`src/verilog/rmc_map.svh`:
```
/*
  Constants of the remote command parser: register offsets, field
  positions, reset values, code values, character codes and timing.
  Assumes inclusion by bare name from the package and the parser.
*/
`ifndef RMC_MAP_SVH
`define RMC_MAP_SVH

`define RMC_CLOCK_HZ       40000000
`define RMC_COUNT_PERIOD_S 10
`define RMC_ROUTE_MAX      10

`define RMC_REG_CTRL       4'h0
`define RMC_REG_RCNT       4'h1
`define RMC_REG_ROUTE0     4'h2
`define RMC_REG_STATUS     4'hC
`define RMC_CTRL_TEXT_BIT  0
`define RMC_CTRL_DEST_LSB  8

`define RMC_CH_RESET       8'h01
`define RMC_DEST_RESET     8'h00
`define RMC_CH_MIN         8'h01
`define RMC_CH_MAX         8'h7F
`define RMC_ID_MAX         8'hFE
`define RMC_SIZE_VOL       8'h05
`define RMC_SIZE_NV        8'h07
`define RMC_ACK_SIZE       8'h05
`define RMC_ERR_HEX        8'h05
`define RMC_ERR_FMT        8'h06

`define RMC_A_STAR         8'h2A
`define RMC_A_EQ           8'h3D
`define RMC_A_CR           8'h0D
`define RMC_A_LF           8'h0A
`define RMC_A_SLASH        8'h2F
`define RMC_A_COMMA        8'h2C
`define RMC_A_SPACE        8'h20
`define RMC_A_AT           8'h40
`define RMC_A_C            8'h43
`define RMC_A_D            8'h44
`define RMC_A_E            8'h45
`define RMC_A_F            8'h46
`define RMC_A_H            8'h48
`define RMC_A_R            8'h52
`define RMC_A_T            8'h54
`define RMC_A_W            8'h57

`endif

```
`src/verilog/rmc_pkg.sv`:
```
/*
  Types of the remote command parser: states, reply kinds, radio
  request and radio event carriers.
  Assumes rmc_map.svh is on the include path.
*/
`include "rmc_map.svh"

package rmc_pkg;

  typedef enum logic [4:0] {
    P_IDLE = 5'h00, P_D  = 5'h01, P_T   = 5'h03, P_S1  = 5'h02,
    P_S2   = 5'h06, P_AT = 5'h07, P_C   = 5'h05, P_K   = 5'h04,
    P_V1   = 5'h0C, P_V2 = 5'h0D, P_SL  = 5'h0F, P_OPT = 5'h0E,
    P_RT   = 5'h0A, P_LF = 5'h0B, P_ERR = 5'h09
  } rmc_pstate_t;

  typedef enum logic [1:0] {
    R_EXT = 2'h0, R_ACK = 2'h1, R_LANE = 2'h3, R_ERR = 2'h2
  } rmc_rkind_t;

  typedef enum logic [1:0] {
    EV_NONE = 2'h0, EV_ACK = 2'h1, EV_LANE = 2'h3, EV_TEST = 2'h2
  } rmc_evt_kind_t;

  typedef struct packed {
    logic                             test;
    logic                             group;
    logic                             persist;
    logic [7:0]                       value;
    logic [3:0]                       hops;
    logic [7:0]                       target;
    logic [`RMC_ROUTE_MAX-1:0][7:0]   route;
  } rmc_rf_req_t;

  typedef struct packed {
    rmc_evt_kind_t kind;
    logic          ok;
    logic          persist;
    logic [7:0]    value;
  } rmc_rf_evt_t;

endpackage : rmc_pkg

```
`src/verilog/rmc_remote_parser.sv`:
```
/*
  Remote command parser of a radio modem: takes host command lines,
  checks the wrapped lane-change and remote-test commands, issues radio
  requests, answers the host, runs the timed test transmission.
  Assumes a radio layer that carries requests and reports events, a
  host byte stream with valid/ready, and a plain register port.
*/
`timescale 1ns/1ps
`include "rmc_map.svh"

// Notes on behaviour
// RULE_01 - lane value is two hex characters from 01h to 7Fh; others rejected
// RULE_02 - route is comma list of two-hex ids up to FEh, ten at most
// RULE_03 - use route given in line, else stored route, else destination id
// RULE_04 - with no route in the line and no stored route the destination id is the target
// RULE_05 - host puts the target station id last in any route it sends
// RULE_06 - persist option goes with size seven; volatile change uses five
// RULE_07 - single target: answer size at once, later ack echoing command
// RULE_08 - host should change distant stations first, then nearer ones
// RULE_09 - group switch: each station switches when its acknowledgement arrives
// RULE_10 - station missing the acknowledgement keeps its previous lane
// RULE_11 - after group switch source changes lane and reports the new value
// RULE_12 - remote test runs count times ten seconds, count 01h to FFh
// RULE_13 - test sends CR LF repeatedly; host input during test is sent
// RULE_14 - nothing arriving by radio stops a running test early
// RULE_15 - test completion gives ack of size 05 with test command and count
// RULE_16 - results from the target come back to the host as data receive
// RULE_17 - error reply is star, name, equals, code, CR LF
// RULE_18 - code-only mode by default; text mode adds colon and text
// RULE_19 - payload command format faults use codes 05 and 06
// RULE_20 - payload size must equal embedded command length, else fault
module rmc_remote_parser
  import rmc_pkg::*;
#(
  parameter int unsigned COUNT_CYCLES =
    `RMC_COUNT_PERIOD_S * `RMC_CLOCK_HZ
) (
  input  wire logic        clock,
  input  wire logic        reset_n,
  input  wire logic        host_rx_valid,
  input  wire logic [7:0]  host_rx_byte,
  output logic             host_rx_ready,
  output logic             host_tx_valid,
  output logic [7:0]       host_tx_byte,
  input  wire logic        host_tx_ready,
  input  wire logic [3:0]  reg_addr,
  input  wire logic [15:0] reg_wdata,
  input  wire logic        reg_wr,
  input  wire logic        reg_rd,
  output logic [15:0]      reg_rdata,
  output logic             rf_req_valid,
  output rmc_rf_req_t      rf_req,
  input  wire rmc_rf_evt_t rf_evt,
  output logic             rf_tx_valid,
  output logic [7:0]       rf_tx_byte,
  input  wire logic        rf_tx_ready,
  output logic             test_active,
  output logic             test_done,
  output logic [7:0]       own_lane,
  output logic             nv_store
);

  localparam int RM = `RMC_ROUTE_MAX;

  function automatic logic [4:0] hex_val(input logic [7:0] c);
    if (c >= 8'h30 && c <= 8'h39) return {1'b1, c[3:0]};
    if ((c >= 8'h41 && c <= 8'h46) || (c >= 8'h61 && c <= 8'h66))
      return {1'b1, c[3:0] + 4'h9};
    return 5'h00;
  endfunction : hex_val

  function automatic logic [7:0] hex_chr(input logic [3:0] n);
    return (n < 4'hA) ? (8'h30 + {4'h0, n}) : (8'h37 + {4'h0, n});
  endfunction : hex_chr

  // returns {last, character} of reply k at position i
  function automatic logic [8:0] reply_char(input rmc_rkind_t k,
      input logic [4:0] i, input logic [7:0] mid, input logic [7:0] val,
      input logic tst, input logic txt);
    logic [4:0] tail;
    logic [4:0] j;
    logic [7:0] ch;
    tail = (k == R_ACK) ? 5'h05 : ((k == R_ERR && txt) ? 5'h0E : 5'h00);
    j    = i - 5'h06;
    ch   = `RMC_A_LF;
    if (i == 5'h00) ch = `RMC_A_STAR;
    else if (i == 5'h01)
      ch = (k == R_ERR) ? `RMC_A_E : ((k == R_LANE) ? `RMC_A_C : `RMC_A_D);
    else if (i == 5'h02)
      ch = (k == R_EXT) ? `RMC_A_T : ((k == R_LANE) ? `RMC_A_H : `RMC_A_R);
    else if (i == 5'h03) ch = `RMC_A_EQ;
    else if (i == 5'h04) ch = hex_chr(mid[7:4]);
    else if (i == 5'h05) ch = hex_chr(mid[3:0]);
    else if (i < 5'h06 + tail) begin
      if (k == R_ACK) begin
        case (j)
          5'h00:   ch = `RMC_A_AT;
          5'h01:   ch = `RMC_A_C;
          5'h02:   ch = tst ? `RMC_A_T : `RMC_A_H;
          5'h03:   ch = hex_chr(val[7:4]);
          default: ch = hex_chr(val[3:0]);
        endcase
      end else begin
        case (j)
          5'h00:   ch = 8'h3A;
          5'h01:   ch = 8'h70;
          5'h02:   ch = 8'h61;
          5'h03:   ch = 8'h79;
          5'h04:   ch = 8'h6C;
          5'h05:   ch = 8'h6F;
          5'h06:   ch = 8'h61;
          5'h07:   ch = 8'h64;
          5'h08:   ch = 8'h20;
          5'h09:   ch = 8'h66;
          5'h0A:   ch = 8'h61;
          5'h0B:   ch = 8'h75;
          5'h0C:   ch = 8'h6C;
          default: ch = 8'h74;
        endcase
      end
    end else if (i == 5'h06 + tail) ch = `RMC_A_CR;
    return {i == 5'h07 + tail, ch};
  endfunction : reply_char

  rmc_pstate_t         st_q;
  logic [7:0]          size_q, val_q, err_q, em_mid_q;
  logic [3:0]          hi_q, rcnt_q, srcnt_q;
  logic                test_q, persist_q, group_q, half_q;
  logic                line_end_q, err_end_q, text_q;
  logic [7:0]          dest_q;
  logic [RM-1:0][7:0]  rline_q, sroute_q;
  logic                em_busy_q, pend_q, ack_q, ack_ok_q, crlf_q;
  rmc_rkind_t          em_kind_q;
  logic [4:0]          em_idx_q;
  logic [7:0]          test_left_q;
  logic [31:0]         tick_q;
  logic                fwd_v_q;
  logic [7:0]          fwd_q;

  wire logic [7:0] c     = host_rx_byte;
  wire logic       acc   = host_rx_valid & host_rx_ready & ~test_active;
  wire logic       facc  = host_rx_valid & host_rx_ready & test_active;
  wire logic [4:0] hv    = hex_val(c);
  wire logic [7:0] entry = {hi_q, hv[3:0]};
  wire logic [8:0] rc    = reply_char(em_kind_q, em_idx_q, em_mid_q, val_q,
                                      test_q, text_q);
  wire logic       tx_free = ~host_tx_valid | host_tx_ready;
  wire logic       rf_free = ~rf_tx_valid | rf_tx_ready;

  // host line parser
  always_ff @(posedge clock or negedge reset_n) begin
    if (!reset_n) begin
      st_q <= P_IDLE;
      size_q <= 8'h00;
      val_q <= 8'h00;
      err_q <= 8'h00;
      hi_q <= 4'h0;
      rcnt_q <= 4'h0;
      test_q <= 1'b0;
      persist_q <= 1'b0;
      group_q <= 1'b0;
      half_q <= 1'b0;
      line_end_q <= 1'b0;
      err_end_q <= 1'b0;
      rline_q <= '0;
    end else begin
      line_end_q <= 1'b0;
      err_end_q <= 1'b0;
      if (acc && c == `RMC_A_LF && st_q != P_IDLE && st_q != P_LF) begin
        if (st_q != P_ERR) err_q <= `RMC_ERR_FMT; // RULE_19
        err_end_q <= 1'b1; // RULE_17
        st_q <= P_IDLE;
      end else if (acc && st_q == P_LF && c == `RMC_A_LF) begin
        line_end_q <= 1'b1;
        st_q <= P_IDLE;
      end else if (acc && c != `RMC_A_SPACE) begin
        st_q <= P_ERR;
        err_q <= `RMC_ERR_FMT; // RULE_19
        case (st_q)
          P_IDLE: st_q <= (c == `RMC_A_AT) ? P_D : P_IDLE;
          P_D:    if (c == `RMC_A_D) st_q <= P_T;
          P_T:    if (c == `RMC_A_T) st_q <= P_S1;
          P_S1, P_V1: begin
            hi_q <= hv[3:0];
            if (hv[4]) st_q <= (st_q == P_S1) ? P_S2 : P_V2;
            else err_q <= `RMC_ERR_HEX; // RULE_19
          end
          P_S2: begin
            size_q <= entry;
            if (hv[4]) st_q <= P_AT;
            else err_q <= `RMC_ERR_HEX;
          end
          P_AT:   if (c == `RMC_A_AT) st_q <= P_C;
          P_C:    if (c == `RMC_A_C) st_q <= P_K;
          P_K: begin
            test_q <= (c == `RMC_A_T);
            if (c == `RMC_A_H || c == `RMC_A_T) st_q <= P_V1;
          end
          P_V2: begin
            val_q <= entry;
            persist_q <= 1'b0;
            group_q <= 1'b0;
            half_q <= 1'b0;
            rcnt_q <= 4'h0;
            if (!hv[4]) err_q <= `RMC_ERR_HEX;
            else if (test_q ? (entry == 8'h00) // RULE_12
                     : (entry < `RMC_CH_MIN || entry > `RMC_CH_MAX)) // RULE_01
              err_q <= `RMC_ERR_HEX;
            else st_q <= P_SL;
          end
          P_SL:   if (c == `RMC_A_SLASH) st_q <= P_OPT;
          P_OPT: begin
            if (c == `RMC_A_W && !test_q && !persist_q) begin
              persist_q <= 1'b1; // RULE_06
              st_q <= P_SL;
            end else if (c == `RMC_A_C) st_q <= P_RT;
            else if (c == `RMC_A_F && !test_q) begin
              group_q <= 1'b1;
              st_q <= P_RT;
            end
          end
          P_RT: begin
            st_q <= P_RT;
            if (hv[4] && !half_q) begin
              hi_q <= hv[3:0];
              half_q <= 1'b1;
            end else if (hv[4]) begin
              half_q <= 1'b0;
              rcnt_q <= rcnt_q + 4'h1;
              if (rcnt_q < 4'(RM)) rline_q[rcnt_q] <= entry;
              if (entry > `RMC_ID_MAX) begin // RULE_02
                st_q <= P_ERR;
                err_q <= `RMC_ERR_HEX;
              end else if (rcnt_q == 4'(RM)) st_q <= P_ERR; // RULE_02
            end else if (c == `RMC_A_COMMA) begin
              if (half_q || rcnt_q == 4'h0) st_q <= P_ERR;
            end else if (c == `RMC_A_CR) begin
              if (!half_q && size_q == (persist_q ? `RMC_SIZE_NV
                                        : `RMC_SIZE_VOL)) // RULE_20 RULE_06
                st_q <= P_LF;
              else st_q <= P_ERR;
            end else st_q <= P_ERR;
          end
          P_LF:   st_q <= P_ERR;
          default: begin
            st_q <= P_ERR;
            err_q <= err_q;
          end
        endcase
      end
    end
  end

  // radio requests, replies to the host and the own lane
  always_ff @(posedge clock or negedge reset_n) begin
    if (!reset_n) begin
      em_busy_q <= 1'b0;
      em_kind_q <= R_EXT;
      em_idx_q <= 5'h00;
      em_mid_q <= 8'h00;
      pend_q <= 1'b0;
      ack_q <= 1'b0;
      ack_ok_q <= 1'b0;
      host_tx_valid <= 1'b0;
      host_tx_byte <= 8'h00;
      rf_req_valid <= 1'b0;
      rf_req <= '0;
      own_lane <= `RMC_CH_RESET;
      nv_store <= 1'b0;
    end else begin
      rf_req_valid <= 1'b0;
      nv_store <= 1'b0;
      if (tx_free) begin
        host_tx_valid <= em_busy_q;
        host_tx_byte <= rc[7:0];
        if (em_busy_q) em_idx_q <= em_idx_q + 5'h01;
        if (em_busy_q && rc[8]) em_busy_q <= 1'b0;
      end
      if (rf_evt.kind == EV_ACK && pend_q) begin
        ack_q <= 1'b1;
        ack_ok_q <= rf_evt.ok;
        pend_q <= 1'b0;
      end
      if (rf_evt.kind == EV_LANE && rf_evt.ok) begin
        own_lane <= rf_evt.value; // RULE_09 RULE_10
        nv_store <= rf_evt.persist;
      end
      if (err_end_q) begin
        em_busy_q <= 1'b1;
        em_kind_q <= R_ERR; // RULE_18
        em_idx_q <= 5'h00;
        em_mid_q <= err_q;
      end else if (line_end_q) begin
        em_busy_q <= 1'b1;
        em_kind_q <= R_EXT; // RULE_07
        em_idx_q <= 5'h00;
        em_mid_q <= size_q;
        pend_q <= 1'b1;
        rf_req_valid <= 1'b1;
        rf_req.test <= test_q;
        rf_req.group <= group_q;
        rf_req.persist <= persist_q;
        rf_req.value <= val_q;
        if (rcnt_q != 4'h0) begin // RULE_03
          rf_req.hops <= rcnt_q;
          rf_req.route <= rline_q;
          rf_req.target <= rline_q[rcnt_q - 4'h1];
        end else if (srcnt_q != 4'h0) begin // RULE_03
          rf_req.hops <= srcnt_q;
          rf_req.route <= sroute_q;
          rf_req.target <= sroute_q[srcnt_q - 4'h1];
        end else begin
          rf_req.hops <= 4'h0; // RULE_04
          rf_req.route <= '0;
          rf_req.target <= dest_q;
        end
      end else if (ack_q && !em_busy_q) begin
        ack_q <= 1'b0;
        em_busy_q <= 1'b1;
        em_idx_q <= 5'h00;
        if (group_q) begin
          em_kind_q <= R_LANE; // RULE_11
          em_mid_q <= ack_ok_q ? val_q : own_lane; // RULE_10
          if (ack_ok_q) begin
            own_lane <= val_q; // RULE_09 RULE_11
            nv_store <= persist_q;
          end
        end else if (ack_ok_q) begin
          em_kind_q <= R_ACK; // RULE_07 RULE_15 RULE_16
          em_mid_q <= `RMC_ACK_SIZE;
        end else begin
          em_kind_q <= R_ERR;
          em_mid_q <= `RMC_ERR_FMT;
        end
      end
    end
  end

  // timed test transmission at the target
  always_ff @(posedge clock or negedge reset_n) begin
    if (!reset_n) begin
      test_active <= 1'b0;
      test_left_q <= 8'h00;
      tick_q <= 32'h0;
      test_done <= 1'b0;
    end else begin
      test_done <= 1'b0;
      if (!test_active) begin
        if (rf_evt.kind == EV_TEST && rf_evt.value != 8'h00) begin
          test_active <= 1'b1;
          test_left_q <= rf_evt.value; // RULE_12
          tick_q <= 32'h0;
        end
      end else if (tick_q == COUNT_CYCLES - 1) begin // RULE_14
        tick_q <= 32'h0;
        test_left_q <= test_left_q - 8'h01;
        if (test_left_q == 8'h01) begin
          test_active <= 1'b0;
          test_done <= 1'b1;
        end
      end else tick_q <= tick_q + 32'h1;
    end
  end

  // radio byte stream: host input first, else CR LF filler
  always_ff @(posedge clock or negedge reset_n) begin
    if (!reset_n) begin
      rf_tx_valid <= 1'b0;
      rf_tx_byte <= 8'h00;
      crlf_q <= 1'b0;
      fwd_v_q <= 1'b0;
      fwd_q <= 8'h00;
      host_rx_ready <= 1'b0;
    end else begin
      if (facc) begin
        fwd_v_q <= 1'b1; // RULE_13
        fwd_q <= c;
      end
      if (rf_free) begin
        rf_tx_valid <= test_active;
        if (test_active && fwd_v_q) begin
          rf_tx_byte <= fwd_q; // RULE_13
          fwd_v_q <= facc;
        end else begin
          rf_tx_byte <= crlf_q ? `RMC_A_LF : `RMC_A_CR; // RULE_13
          if (test_active) crlf_q <= ~crlf_q;
        end
      end
      if (test_active) host_rx_ready <= ~fwd_v_q & ~facc;
      else host_rx_ready <= ~(line_end_q | err_end_q | em_busy_q | pend_q
                              | ack_q | (acc & c == `RMC_A_LF));
    end
  end

  // register port
  always_ff @(posedge clock or negedge reset_n) begin
    if (!reset_n) begin
      text_q <= 1'b0;
      dest_q <= `RMC_DEST_RESET;
      srcnt_q <= 4'h0;
      reg_rdata <= 16'h0000;
    end else begin
      if (reg_wr && reg_addr == `RMC_REG_CTRL) begin
        text_q <= reg_wdata[`RMC_CTRL_TEXT_BIT]; // RULE_18
        dest_q <= reg_wdata[`RMC_CTRL_DEST_LSB +: 8];
      end else if (reg_wr && reg_addr == `RMC_REG_RCNT) begin
        srcnt_q <= (reg_wdata[3:0] > 4'(RM)) ? 4'(RM) : reg_wdata[3:0];
      end
      reg_rdata <= 16'h0000;
      if (reg_rd) begin
        if (reg_addr == `RMC_REG_CTRL)
          reg_rdata <= {dest_q, 7'h00, text_q};
        else if (reg_addr == `RMC_REG_RCNT)
          reg_rdata <= {12'h000, srcnt_q};
        else if (reg_addr == `RMC_REG_STATUS)
          reg_rdata <= {5'h00, ack_q, pend_q, test_active, own_lane};
        else if (reg_addr >= `RMC_REG_ROUTE0 &&
                 reg_addr < `RMC_REG_ROUTE0 + 4'(RM))
          reg_rdata <= {8'h00, sroute_q[reg_addr - `RMC_REG_ROUTE0]};
      end
    end
  end

  // stored route entries
  for (genvar g = 0; g < RM; g++) begin : g_route
    always_ff @(posedge clock or negedge reset_n) begin
      if (!reset_n) sroute_q[g] <= 8'h00;
      else if (reg_wr && reg_addr == `RMC_REG_ROUTE0 + 4'(g))
        sroute_q[g] <= reg_wdata[7:0];
    end
  end

endmodule : rmc_remote_parser

```
`config.mk`:
```
export PLATFORM = sky130hd
export DESIGN_NAME = rmc_remote_parser
export DESIGN_NICKNAME = d
export VERILOG_FILES = /design/src/verilog/rmc_pkg.sv /design/src/verilog/rmc_remote_parser.sv
export VERILOG_INCLUDE_DIRS = /design/src /design/src/verilog
export SDC_FILE = /design/constraint.sdc
export NUM_CORES = 1
export LEC_CHECK = 0
export BUFFER_PORTS_ARGS = -buffer_cell sky130_fd_sc_hd__buf_2
export CAP_MARGIN = 40
export CORE_MARGIN = 10
export CORE_UTILIZATION = 40
export DETAILED_ROUTE_END_ITERATION = 12
export HOLD_SLACK_MARGIN = 0.15
export PLACE_DENSITY = 0.54
export SLEW_MARGIN = 20
export SYNTH_ARGS = -nofsm -noshare
export SYNTH_HDL_FRONTEND = slang
export SYNTH_SLANG_ARGS = --single-unit
```
`constraint.sdc`:
```
create_clock -name clock -period 10.16 [get_ports clock]
set_input_delay 1.016 -clock clock [delete_from_list [all_inputs] [get_ports clock]]
set_output_delay 1.016 -clock clock [all_outputs]
set_load 0.01 [all_outputs]
```
; Word level (Yosys, flattened, before mapping)
; Memories as Yosys holds them, arrays and structs flattened.
; Index checks and enable logic that the tools add are counted.
[totals]
reg_bits = 435
rom_bits = 96
elab_cells = 460
memories = 1
[op_classes]
add_sub_neg = 19
order_cmp = 23
eq_ne = 70
mux = 164
bitwise = 25
n_reduce_logical = 84
[mem_list]
columns = memory, depth, width, rd, rd_clocked_by_memory_dff, write_ports, line_no
row1 = (name not given), 16, 6, 1, 0, 0, rmc_remote_parser.sv:104  ; case (j)
[ops]
columns = op, count
row1 = 8-bit 2-to-1 mux, 33
row2 = 92-bit 2-to-1 mux, 2
row3 = 8-bit binary-select mux with 4-bit select, 3
row4 = 32-bit 2-to-1 mux, 3
row5 = 5-bit 2-to-1 mux, 19
row6 = 80-bit bitwise mux, 1
row7 = 5-bit one-hot mux with 12 select lines, 1
row8 = "6-bit by 4-bit adder with 7-bit output, first input constant", 8
row9 = "8-bit by 7-bit == test with 1-bit output, second input constant", 7
row10 = 4-bit 2-to-1 mux, 13
row11 = 1-bit 2-to-1 mux, 45
row12 = 2-bit 2-to-1 mux, 19
row13 = 1-bit logical AND, 35
row14 = "32-bit by 1-bit adder with 32-bit output, second input constant", 1
row15 = 8-bit demux with 4-bit select, 1
row16 = "32-bit by 29-bit == test with 1-bit output, second input constant", 1
row17 = 16-bit 2-to-1 mux, 2
row18 = 8-bit one-hot mux with 4 select lines, 1
row19 = "5-bit by 2-bit == test with 1-bit output, second input constant", 6
row20 = "5-bit by 3-bit == test with 1-bit output, second input constant", 6
row21 = "5-bit by 4-bit == test with 1-bit output, second input constant", 6
row22 = 7-bit 2-to-1 mux, 4
row23 = 7-bit one-hot mux with 4 select lines, 1
row24 = 3-bit 2-to-1 mux, 9
row25 = other kinds (64), 158

; Longest topological paths before layout
; Gate-level depths: netlist of run 1.
[depth]
ltp_word = 16
ltp_mapped = 14
ltp_nobuf = 13

; Worst setup path before layout of run 1
; OpenSTA, ideal clock, no wires.
[synth_timing]
path_type = flip-flop to flip-flop
startpoint = register srcnt_q[0]
endpoint = register rf_req[85] (netlist bit)
arrival_ns = 3.373
required_ns = 10.040
slack_ns = 6.667
stages_incl_launch_ff = 15
path_buffers = 5
period_less_slack_ns = 3.493
cell_sequence = dfrtp_1 -> clkbuf_1 -> buf_2 -> clkbuf_1 -> inv_1 -> ha_1 -> clkbuf_1 -> clkbuf_1 -> mux4_2 -> nand2_1 -> a21oi_1 -> a21oi_1 -> a21oi_1 -> a31oi_1 -> nand2_1
[synth_via]
elab_chain_cells = 5
elab_cells_between_ends = 6
classes_between = add/sub (1) / mux (4) / reduce/logical (1)
[synth_rtl]
columns = item, line_no
row1 = "start, declared", rmc_remote_parser.sv:127  ; logic [3:0] hi_q, rcnt_q, srcnt_q;
row2 = "start signal, assigned", rmc_remote_parser.sv:407  ; srcnt_q <= (reg_wdata[3:0] > 4'(RM)) ? 4'(RM) : reg_wdata[3:0];
row3 = 4-bit by 1-bit subtractor with 4-bit output, rmc_remote_parser.sv:311  ; rf_req.target <= sroute_q[srcnt_q - 4'h1];
row4 = 8-bit binary-select mux with 4-bit select, rmc_remote_parser.sv:311
row5 = 8-bit 2-to-1 mux (not written as such), rmc_remote_parser.sv:311
row6 = 92-bit 2-to-1 mux *, rmc_remote_parser.sv:308  ; end else if (srcnt_q != 4'h0) begin
row7 = 92-bit 2-to-1 mux *, rmc_remote_parser.sv:304  ; if (rcnt_q != 4'h0) begin
row8 = "end, declared", rmc_remote_parser.sv:52  ; output rmc_rf_req_t rf_req,
; Mark *: on every way between the ends. The rest lies on a longest branch, timed or not. The select of a mux whose other input is x is not followed.
; A chain may end at the register's enable or synchronous reset.

; Final worst setup path of run 1
[layout_timing]
startpoint = input reg_addr[1]
endpoint = register reg_rdata[0]
[layout_via]
elab_chain_cells = 8
elab_cells_between_ends = 14
classes_between = add/sub (1) / order compare (2) / eq/ne (2) / mux (7) / reduce/logical (2)
[layout_rtl]
columns = item, line_no
row1 = "start, declared", rmc_remote_parser.sv:46  ; input wire logic [3:0] reg_addr,
row2 = 4-bit by 2-bit subtractor with 4-bit output (no line), --
row3 = 8-bit binary-select mux with 4-bit select, rmc_remote_parser.sv:419  ; reg_rdata <= {8'h00, sroute_q[reg_addr - `RMC_REG_ROUTE0]};
row4 = 8-bit 2-to-1 mux, rmc_remote_parser.sv:419
row5 = 8-bit 2-to-1 mux, rmc_remote_parser.sv:417  ; else if (reg_addr >= `RMC_REG_ROUTE0 &&
row6 = 11-bit 2-to-1 mux, rmc_remote_parser.sv:415  ; else if (reg_addr == `RMC_REG_STATUS)
row7 = 11-bit 2-to-1 mux, rmc_remote_parser.sv:413  ; else if (reg_addr == `RMC_REG_RCNT)
row8 = 16-bit 2-to-1 mux *, rmc_remote_parser.sv:411  ; if (reg_addr == `RMC_REG_CTRL)
row9 = 16-bit 2-to-1 mux *, rmc_remote_parser.sv:410  ; if (reg_rd) begin
row10 = "end signal, assigned", rmc_remote_parser.sv:412  ; reg_rdata <= {dest_q, 7'h00, text_q};
row11 = "end signal, assigned", rmc_remote_parser.sv:414  ; reg_rdata <= {12'h000, srcnt_q};
row12 = "end signal, assigned", rmc_remote_parser.sv:416  ; reg_rdata <= {5'h00, ack_q, pend_q, test_active, own_lane};
row13 = "end, declared", rmc_remote_parser.sv:50  ; output logic [15:0] reg_rdata,
; Marks and branches as above.

==> results of run 1 <==
==> critical path, stage by stage <==
cell	delay [ns]
sky130_fd_sc_hd__buf_2	0.60
sky130_fd_sc_hd__clkinv_1	0.46
sky130_fd_sc_hd__ha_1	0.33
sky130_fd_sc_hd__xnor2_1	0.49
sky130_fd_sc_hd__buf_4	0.27
sky130_fd_sc_hd__nor2b_1	0.44
sky130_fd_sc_hd__a22o_1	0.23
sky130_fd_sc_hd__nand2_1	0.06
sky130_fd_sc_hd__a31oi_1	0.21
==> path summary, 6_finish.rpt <==
check | slack, ns | cells after the start | endpoint
worst max-delay path | 6.55 | 9 | reg_rdata[0]
worst min-delay path | 0.39 | 1 | tick_q[22]
worst max register to register | 6.70 | 10 | rf_req[84]
worst min register to register | 0.47 | 2 | rf_tx_byte[0]
max in group asynchronous | 8.02 | 5 | sroute_q[14]
min in group clock | 0.47 | 2 | rf_tx_byte[0]
==> cell usage after synthesis (all sizes together), types with 6 or more instances <==
library cell	count
nand3	44
nand2b	23
and2	13
nor4	15
or3	6
a21o	9
o31ai	15
nor2b	18
nand2	230
a221oi	84
o41ai	6
a22oi	12
mux2i	48
o21ai	152
nor2	273
xor2	8
inv	51
a31oi	35
ha	39
xnor2	18
nor3	35
buf	29
and3	15
nand4	24
a22o	21
a21oi	105
nor3b	8
clkbuf	117
a211oi	10
o22ai	15
mux2	159
mux4	48
dfrtp	427
==> routing by layer <==
metal	vias to the layer above	GRT usage	part of all wire
met4	4	0.0670	0.028
met5	-	0	0.00022
met2	669	0.374	0.48
met3	111	0.0391	0.063
li1	8270	-	-
met1	9271	0.299	0.43
==> flip-flops by register name, summed over array words and instances, names as in the netlist, 5 cells and up, named ones only <==
register      cells
rf_req          103
val_q             8
tick_q           32
size_q            8
reg_rdata        16
dest_q            8
rline_q          80
em_idx_q          5
own_lane          8
em_mid_q          8
host_tx_byte      7
rf_tx_byte        8
sroute_q         80
test_left_q       8
fwd_q             8
==> kinds of logic after synthesis <==
family,synth area share
other,0.000168
adders and majority gates,0.0219
AOI/OAI and AO/OA,0.150
and+or+nand+nor,0.150
xor gates and xnor gates,0.0102
DFF,0.480
buffers and inverters,0.0363
muxes,0.151
==> power groups by stage <==
stage,Sequential (uW),Combinational (uW),Clock (uW)
3_5_place_dp,2210,1170,0
2_1_floorplan,2110,826,0
6_report,2190,1180,1940
4_1_cts,2180,1180,1990
3_3_place_gp,2200,1140,0
5_1_grt,2220,1300,2060
==> area by class of cell <==
cell class,instances,share of cell area
Multi-Input combinational cell,1562,0.417
Sequential cell,428,0.413
Timing Repair Buffer,241,0.0575
Clock buffer,59,0.0510
Tap cell,748,0.0360
Clock inverter,33,0.0181
Inverter,53,0.00771
Antenna cell,1,0.0000964
==> stage by stage <==
| step | setup WS (ns) | cells | util | instance area [sq um] | hold slack, ns |
|---|---|---|---|---|---|
| finish | 6.55 | 3125 | 0.470 | 26000 | 0.395 |
| detailed placement | 6.01 | 3026 | 0.437 | 24100 | 0.466 |
| global route | 6.27 | 3124 | 0.470 | 26000 | 0.441 |
| CTS | 6.66 | 3118 | 0.469 | 25900 | 0.395 |
| global placement | 5.91 | 3008 | 0.432 | 23800 | 0.459 |
| floorplan | 6.67 | 2189 | - | 22300 | 0.435 |
==> metrics.cfg, run 1 <==
[status]
status = complete, no violations

[sta]
worst_clock_skew_ns = 0.0282
slew-limit-headroom = 0.373
hold_violations = 0
final-max-slew-violation-count = 0
fmax_mhz = 277
setup_violation_total_in_the_final_timing_report = 0
setup_total_negative_slack_ns = 0
worst_pin_slew_ns = 0.941
rsz0062_at_grt = no
min_period_ns = 3.61
finalCritPeriodShare = 0.355

[routing]
vias = 18325
drt_pass1_iterations = 7
post_drt_via_cell_ratio = 5.86
detail_route.drc_violations = 0
totalWireLength_microns = 76000
drtIter0Drc = 1556
post_drt_wl_per_cell_microns = 24.3
ant_nets = 0

[synth]
avgSynthCellArea_sq_um = 10.2
synth_edf_count = 0
synthArstFlopShare = 1.00
post_synth_main_area_contributors = sky130_fd_sc_hd__dfrtp_1, sky130_fd_sc_hd__mux2_2, sky130_fd_sc_hd__mux4_2
ys.warnings.count = 0
yosysSeqAreaShare = 0.480
synth.largest_area_cell = sky130_fd_sc_hd__dfrtp_1
ys_seq_elements = 428
netlist-cell-type-count = 92
syn-instance-count = 2189
synth_fp_nets = 2275
synth_ff_type = sky130_fd_sc_hd__dfrtp_1
syn_area_sq_mm = 0.0223
synth_top_area_frac = 0.479

[critical_path]
cp-startpoint = reg_addr[1]
required_ns = 10.68
worst-setup-path-type = in2reg
critical_path.max_fanout = 28
worst-endpoint-arrival_ns = 4.13
timing.critical_path.from_type = primary input
timing.critical_path.to_type = flip-flop
regToRegStartpoint = rcnt_q[0]

[placed_design]
dp.final_hpwl_microns = 55300
gp_congestion = 0.918
port_buffers = 195

[floorplan]
floorplan.die.width_microns = 256
fp.dieArea_sq_mm = 0.0656
boundaryPins = 197
chipHeight_microns = 256
placementRows = 86
core_area_sq_mm = 0.0552
start_util = 0.404

[finish]
regArea_sq_mm = 0.0107
mostFrequentLayoutCell = sky130_fd_sc_hd__dfrtp_1
multi_input_area_sq_mm = 0.0108
share_of_layout_cells_above_drive_strength_1 = 0.238
synthToLayoutAreaGrowth_pct = 16.4
layout.nets = 2421
highest_count_cells_in_the_layout_ignoring_fill_and_taps = sky130_fd_sc_hd__dfrtp_1, sky130_fd_sc_hd__nor2_1, sky130_fd_sc_hd__nand2_1
fill_cells = 5184

[power_and_ir_drop]
total_leakage_power_uw = 0.0118
p_sw_uw = 1720
power_density_mw_per_mm2 = 205
seq_power_share = 0.412
share_comb_of_total_power = 0.222
cell_internal_pwr_uw = 3600
max-vdd-ir-drop_v = 0.000122
share_clk_of_total_power = 0.365
p_sw_frac = 0.323
fin_total_pwr_uw = 5310

[global_route]
grt_antenna_before_repair = 5
grt_max_degree = 167
grt_remaining_overflow = 0
via_count_of_the_first_global_routing_pass = 17991
grt_pass1_wl_microns = 116000
grt.total_usage = 0.226

[min_path]
hold_path_class = in2async

[clocking]
cts_sink_count = 428
clk_transition_reported_paths_ns = 0.06
post_cts_resized = 0
cts-root-buf = sky130_fd_sc_hd__clkbuf_16
worst_case_clock_buffer_depth = 3
numCtsBuffers = 49
cts_hold_buf = 0
number_of_setup_buffers_added_after_cts = 0
worst_skew_pair.late_latency_ns = 0.61
tritoncts = yes
clock_tree.htree_level_count = 2

[run]
drv_cap = 0

Power figures use the tool's default switching activity.
==> run 2: changes to the inputs <==
PLACE_DENSITY = 0.56   (was 0.54)
clock period = 3.1 ns   (was 10.16 ns; I/O delays follow)
==> metrics.cfg, run 2 (same netlist as run 1, synthesis figures left out) <==
[sta]
worst_clock_skew_ns = 0.0273
fmax_mhz = 347
final-max-slew-violation-count = 0
setup_violation_total_in_the_final_timing_report = 0
min_period_ns = 2.88
worst_pin_slew_ns = 0.846
slew-limit-headroom = 0.436
hold_violations = 0
finalCritPeriodShare = 0.929
setup_total_negative_slack_ns = 0
rsz0062_at_grt = no

[routing]
drt_pass1_iterations = 8
detail_route.drc_violations = 0
totalWireLength_microns = 77500
met3_routed_wl_microns = 5090
ant_nets = 0
drtIter0Drc = 1690
vias = 18625
post_drt_wl_per_cell_microns = 24.3
post_drt_via_cell_ratio = 5.83
met2_wirelength_microns = 36400
top_signal_layer_used = met5
length_of_routed_wiring_on_met1_microns = 32700

[clocking]
cts_hold_buf = 37
clk_transition_reported_paths_ns = 0.06
cts_sink_count = 428
worst_case_clock_buffer_depth = 3
number_of_setup_buffers_added_after_cts = 0
worst_skew_pair.late_latency_ns = 0.60
clock_tree.htree_level_count = 2
post_cts_resized = 0
numCtsBuffers = 48
cts-root-buf = sky130_fd_sc_hd__clkbuf_16
tritoncts = yes

[finish]
biggestRegsByFlops = rf_req: 103 flops, rline_q: 80 flops, sroute_q: 80 flops
share_of_layout_cells_above_drive_strength_1 = 0.242
postLayoutCoreUtil = 0.478
highest_count_cells_in_the_layout_ignoring_fill_and_taps = sky130_fd_sc_hd__dfrtp_1, sky130_fd_sc_hd__nor2_1, sky130_fd_sc_hd__nand2_1
post_route_design_area_sq_mm = 0.0264
largest-register = rf_req
fill_cells = 5165
synthToLayoutAreaGrowth_pct = 18.1
multi_input_area_sq_mm = 0.0108
largest_register_ffs = 103
regArea_sq_mm = 0.0107
num_antenna_cells = 0
mostFrequentLayoutCell = sky130_fd_sc_hd__dfrtp_1
layout.nets = 2496

[power_and_ir_drop]
power_density_mw_per_mm2 = 650
max-vdd-ir-drop_v = 0.000396
total_leakage_power_uw = 0.0121
fin_total_pwr_uw = 17100

[min_path]
hold_path_depth = 2
hold_path_class = in2reg
hold_path_startpoint = host_rx_byte[2]
worst_hold_path.endpoint = fwd_q[2]

[critical_path]
timing.critical_path.to_type = flip-flop
timing.critical_path.max_delay_family = simple AND/OR/NAND/NOR gates
worst-endpoint-arrival_ns = 3.34
worst_path_largest_cell_delay_ns = 0.59
regToRegStartpoint = srcnt_q[1]
crit_buf_inv = 2
cpMaxStageDelayCell = sky130_fd_sc_hd__or4bb_1
required_ns = 3.56
critical_path.max_fanout = 11
setup.reg_to_reg.worst_slack_ns = 0.37
worstReg2RegEnd = rf_req[85]
crit_path_cell_trace = dlygate4sd3_1, buf_2, or4bb_1, a21oi_2, o211a_4, and2b_2, and3_1, mux2_2
reg2reg_depth = 10
timing.critical_path.from_type = primary input
worst-setup-path-type = in2reg

[floorplan]
boundaryPins = 197
core_area_sq_mm = 0.0552
placementRows = 86
floorplan.die.width_microns = 256
fp.dieArea_sq_mm = 0.0656
start_util = 0.404
chipHeight_microns = 256

[placed_design]
dp.final_hpwl_microns = 56100
placed_cell_area_sq_mm = 0.0244
port_buffers = 195
gp_congestion = 0.945

[status]
status = complete, no violations

[global_route]
grt_antenna_before_repair = 2
grt_pass1_wl_microns = 118000
grt_max_degree = 84
grt_remaining_overflow = 0
via_count_of_the_first_global_routing_pass = 18598
grt.total_usage = 0.232

[run]
drv_cap = 0

-- run 2: changes by cell type in the layout (fill, tap and decap cells not counted), sizes merged --
cell,previous run,this run
buf,239,280
bufinv,9,5
clkbuf,61,67
clkinv,16,15
clkinvlp,5,0
diode,1,0
dlygate4sd3,0,37
inv,56,52
-- run 2: area by class of cell --
class	count	share of cell area
sequential	428	0.406
timing repair buffer	317	0.0785
clock buffer	67	0.0521
clock inverter	19	0.00978
tap	748	0.0355
inverter	53	0.00759
multi-input combinational	1562	0.410
-- run 2: metal layers --
metal,GRT usage,up-vias
li1,-,8399
met1,0.303,9359
met2,0.371,711
met3,0.0455,154
met4,0.0959,2
met5,0,-
-- run 2: worst max-delay path by stage --
stage / startpoint / endpoint / slack (ns) / depth (start not counted)
2_1_floorplan: rcnt_q[0] / rf_req[82] / 0.05 / 11
3_3_place_gp: host_rx_byte[4] / rline_q[69] / 0.29 / 7
3_5_place_dp: host_rx_byte[4] / rline_q[12] / 0.19 / 7
4_1_cts: host_rx_byte[4] / rline_q[42] / 0.26 / 8
5_1_grt: host_rx_byte[4] / rline_q[71] / 0.10 / 8
6_report: host_rx_byte[4] / rline_q[66] / 0.22 / 8
-- run 2: power by group --
group,total [uW],internal (uW),switching (uW),leakage [uW]
clock network,5910,3520,2400,0.000809
registers,7120,6280,842,0.00562
logic,4090,1780,2310,0.00565
-- run 2: worst register-to-register path: cells and delay by family, from the launching register on --
kind	cells	cell delay [ns]
AO/OA/AOI/OAI	4	0.62
multiplexers	1	0.30
flip-flops	1	0.42
buffers and inverters	2	0.35
adder cells (fa/ha/maj)	1	0.70
AND/OR/NAND/NOR	2	0.21
-- run 2: metrics by stage --
stage / std cells / hold WS [ns] / setup slack (ns)
floorplan: 2189 / 0.0144 / 0.0473
global placement: 3071 / 0.339 / 0.287
detailed placement: 3071 / 0.352 / 0.194
CTS: 3194 / 0.151 / 0.258
global route: 3194 / 0.166 / 0.102
finish: 3194 / 0.181 / 0.220
==> run 3: changes to the inputs <==
CORE_ASPECT_RATIO = 1.5   (was default)
RECOVER_POWER = 25   (was default)
==> metrics.cfg, run 3 (same netlist as run 1, synthesis figures left out) <==
[status]
status = finished, violations left
failing_checks = max-capacitance violations, max-slew violations

[routing]
post_drt_wl_per_cell_microns = 25.8
drtIter0Drc = 1480
vias = 18542
drt_pass1_iterations = 5
detail_route.drc_violations = 0
post_drt_via_cell_ratio = 5.87
ant_nets = 0
totalWireLength_microns = 81400

[sta]
min_period_ns = 2.87
rsz0062_at_grt = no
worst_clock_skew_ns = 0.00911
fmax_mhz = 348
worst_pin_slew_ns = 1.92
hold_violations = 0
finalWorstSetupSlack_ns = 0.226
finalCritPeriodShare = 0.927
setup_total_negative_slack_ns = 0
setup_violation_total_in_the_final_timing_report = 0
slew-limit-headroom = -0.279
final-max-slew-violation-count = 125

[finish]
mostFrequentLayoutCell = sky130_fd_sc_hd__dfrtp_1
highest_count_cells_in_the_layout_ignoring_fill_and_taps = sky130_fd_sc_hd__dfrtp_1, sky130_fd_sc_hd__nor2_1, sky130_fd_sc_hd__nand2_1
share_of_layout_cells_above_drive_strength_1 = 0.243
largest-register = rf_req
layout.nets = 2507
num_antenna_cells = 0
synthToLayoutAreaGrowth_pct = 17.6
postLayoutCoreUtil = 0.473
biggestRegsByFlops = rf_req: 103 flops, rline_q: 80 flops, sroute_q: 80 flops
finish.cell_count_without_fillers = 3158
largest_register_ffs = 103
fill_cells = 5260

[critical_path]
timing.critical_path.from_type = primary input
critical_path.max_fanout = 13
timing.critical_path.max_delay_family = buffers and inverters
reg2reg_depth = 7
setup.reg_to_reg.worst_slack_ns = 0.26
cpMaxStageDelayCell = sky130_fd_sc_hd__o41ai_2
worstReg2RegEnd = rline_q[14]
regToRegStartpoint = st_q[1]
worst-setup-path-type = in2reg
worst-endpoint-arrival_ns = 3.34
crit_path_top_cell_by_count = sky130_fd_sc_hd__buf_4
critical_path_depth = 10
required_ns = 3.56
setup.worst_path.end = rline_q[37]
crit_buf_inv = 4
crit_path_cell_trace = dlygate4sd3_1, buf_2, and2b_1, nand3_1, o41ai_2, buf_4, and2b_2, buf_4, nand3_2, mux2_2
cp-startpoint = host_rx_byte[4]
worst_path_largest_cell_delay_ns = 0.58
timing.critical_path.to_type = flip-flop

[clocking]
clk_transition_reported_paths_ns = 0.06
cts_sink_count = 428
number_of_setup_buffers_added_after_cts = 0
clock_tree.htree_level_count = 2
post_cts_resized = 0
cts_hold_buf = 32
cts-root-buf = sky130_fd_sc_hd__clkbuf_16
numCtsBuffers = 44
tritoncts = yes
worst_case_clock_buffer_depth = 3
worst_skew_pair.late_latency_ns = 0.58

[power_and_ir_drop]
max-vdd-ir-drop_v = 0.000399
power_density_mw_per_mm2 = 649
total_leakage_power_uw = 0.0120

[floorplan]
chipHeight_microns = 309
fp.dieArea_sq_mm = 0.0658
placementRows = 106
core_area_sq_mm = 0.0554
floorplan.die.width_microns = 213
boundaryPins = 197
start_util = 0.403

[global_route]
via_count_of_the_first_global_routing_pass = 18789
grt_pass1_wl_microns = 122000
grt_max_degree = 99
grt_antenna_before_repair = 2
grt.total_usage = 0.245
grt_remaining_overflow = 0

[placed_design]
gp_congestion = 0.979
dp.final_hpwl_microns = 60700
detailedPlace.worstSlack_ns = 0.179
port_buffers = 195
placedCellCount = 3044

[min_path]
hold_path_class = in2reg
hold_path_startpoint = host_rx_byte[0]

[run]
drv_cap = 2

-- run 3: report_power, final --
| part | switching [uW] | leakage [uW] | internal, uW | total (uW) |
|---|---|---|---|---|
| Combinational | 2430 | 0.00568 | 1830 | 4260 |
| Clock | 2350 | 0.000742 | 3290 | 5640 |
| Sequential | 847 | 0.00562 | 6280 | 7120 |
-- run 3: layout make-up --
| type | count | area (sq um) | area share |
|---|---|---|---|
| clock buffers | 61 | 1270 | 0.0483 |
| inverters | 53 | 200 | 0.00763 |
| repair buffers | 332 | 2110 | 0.0804 |
| multi-input cells | 1562 | 10800 | 0.412 |
| clock inverters | 20 | 248 | 0.00944 |
| well taps | 702 | 878 | 0.0335 |
| flip-flops and latches | 428 | 10700 | 0.408 |
-- run 3: worst min-delay path, stage by stage --
cell and delay (ns):
sky130_fd_sc_hd__buf_2 0.15, sky130_fd_sc_hd__inv_1 0.13, sky130_fd_sc_hd__o21ai_0 0.11
-- run 3: metrics by stage --
stage	hold slack, ns	instance area [sq um]	power, uW
floorplan	0.0144	22300	9620
global placement	0.422	24500	11300
detailed placement	0.426	24500	11400
CTS	0.153	26300	17100
global route	0.172	26200	17900
finish	0.186	26200	17000
-- run 3: worst min-delay path by stage --
stage / end / slack (ns) / cells past startpoint
6_report: fwd_q[0] / 0.19 / 3
5_1_grt: fwd_q[0] / 0.17 / 3
4_1_cts: fwd_q[0] / 0.15 / 3
3_5_place_dp: rf_req[61] / 0.43 / 1
3_3_place_gp: rf_req[58] / 0.42 / 1
2_1_floorplan: async pin / 0.01 / 0
-- run 3: per-layer routing --
layer / track usage / share of wire / vias to the layer above
met5: 0 / 0.00034 / -
met4: 0.152 / 0.069 / 4
met3: 0.0357 / 0.051 / 194
met2: 0.425 / 0.51 / 621
met1: 0.280 / 0.37 / 9287
li1: - / - / 8436
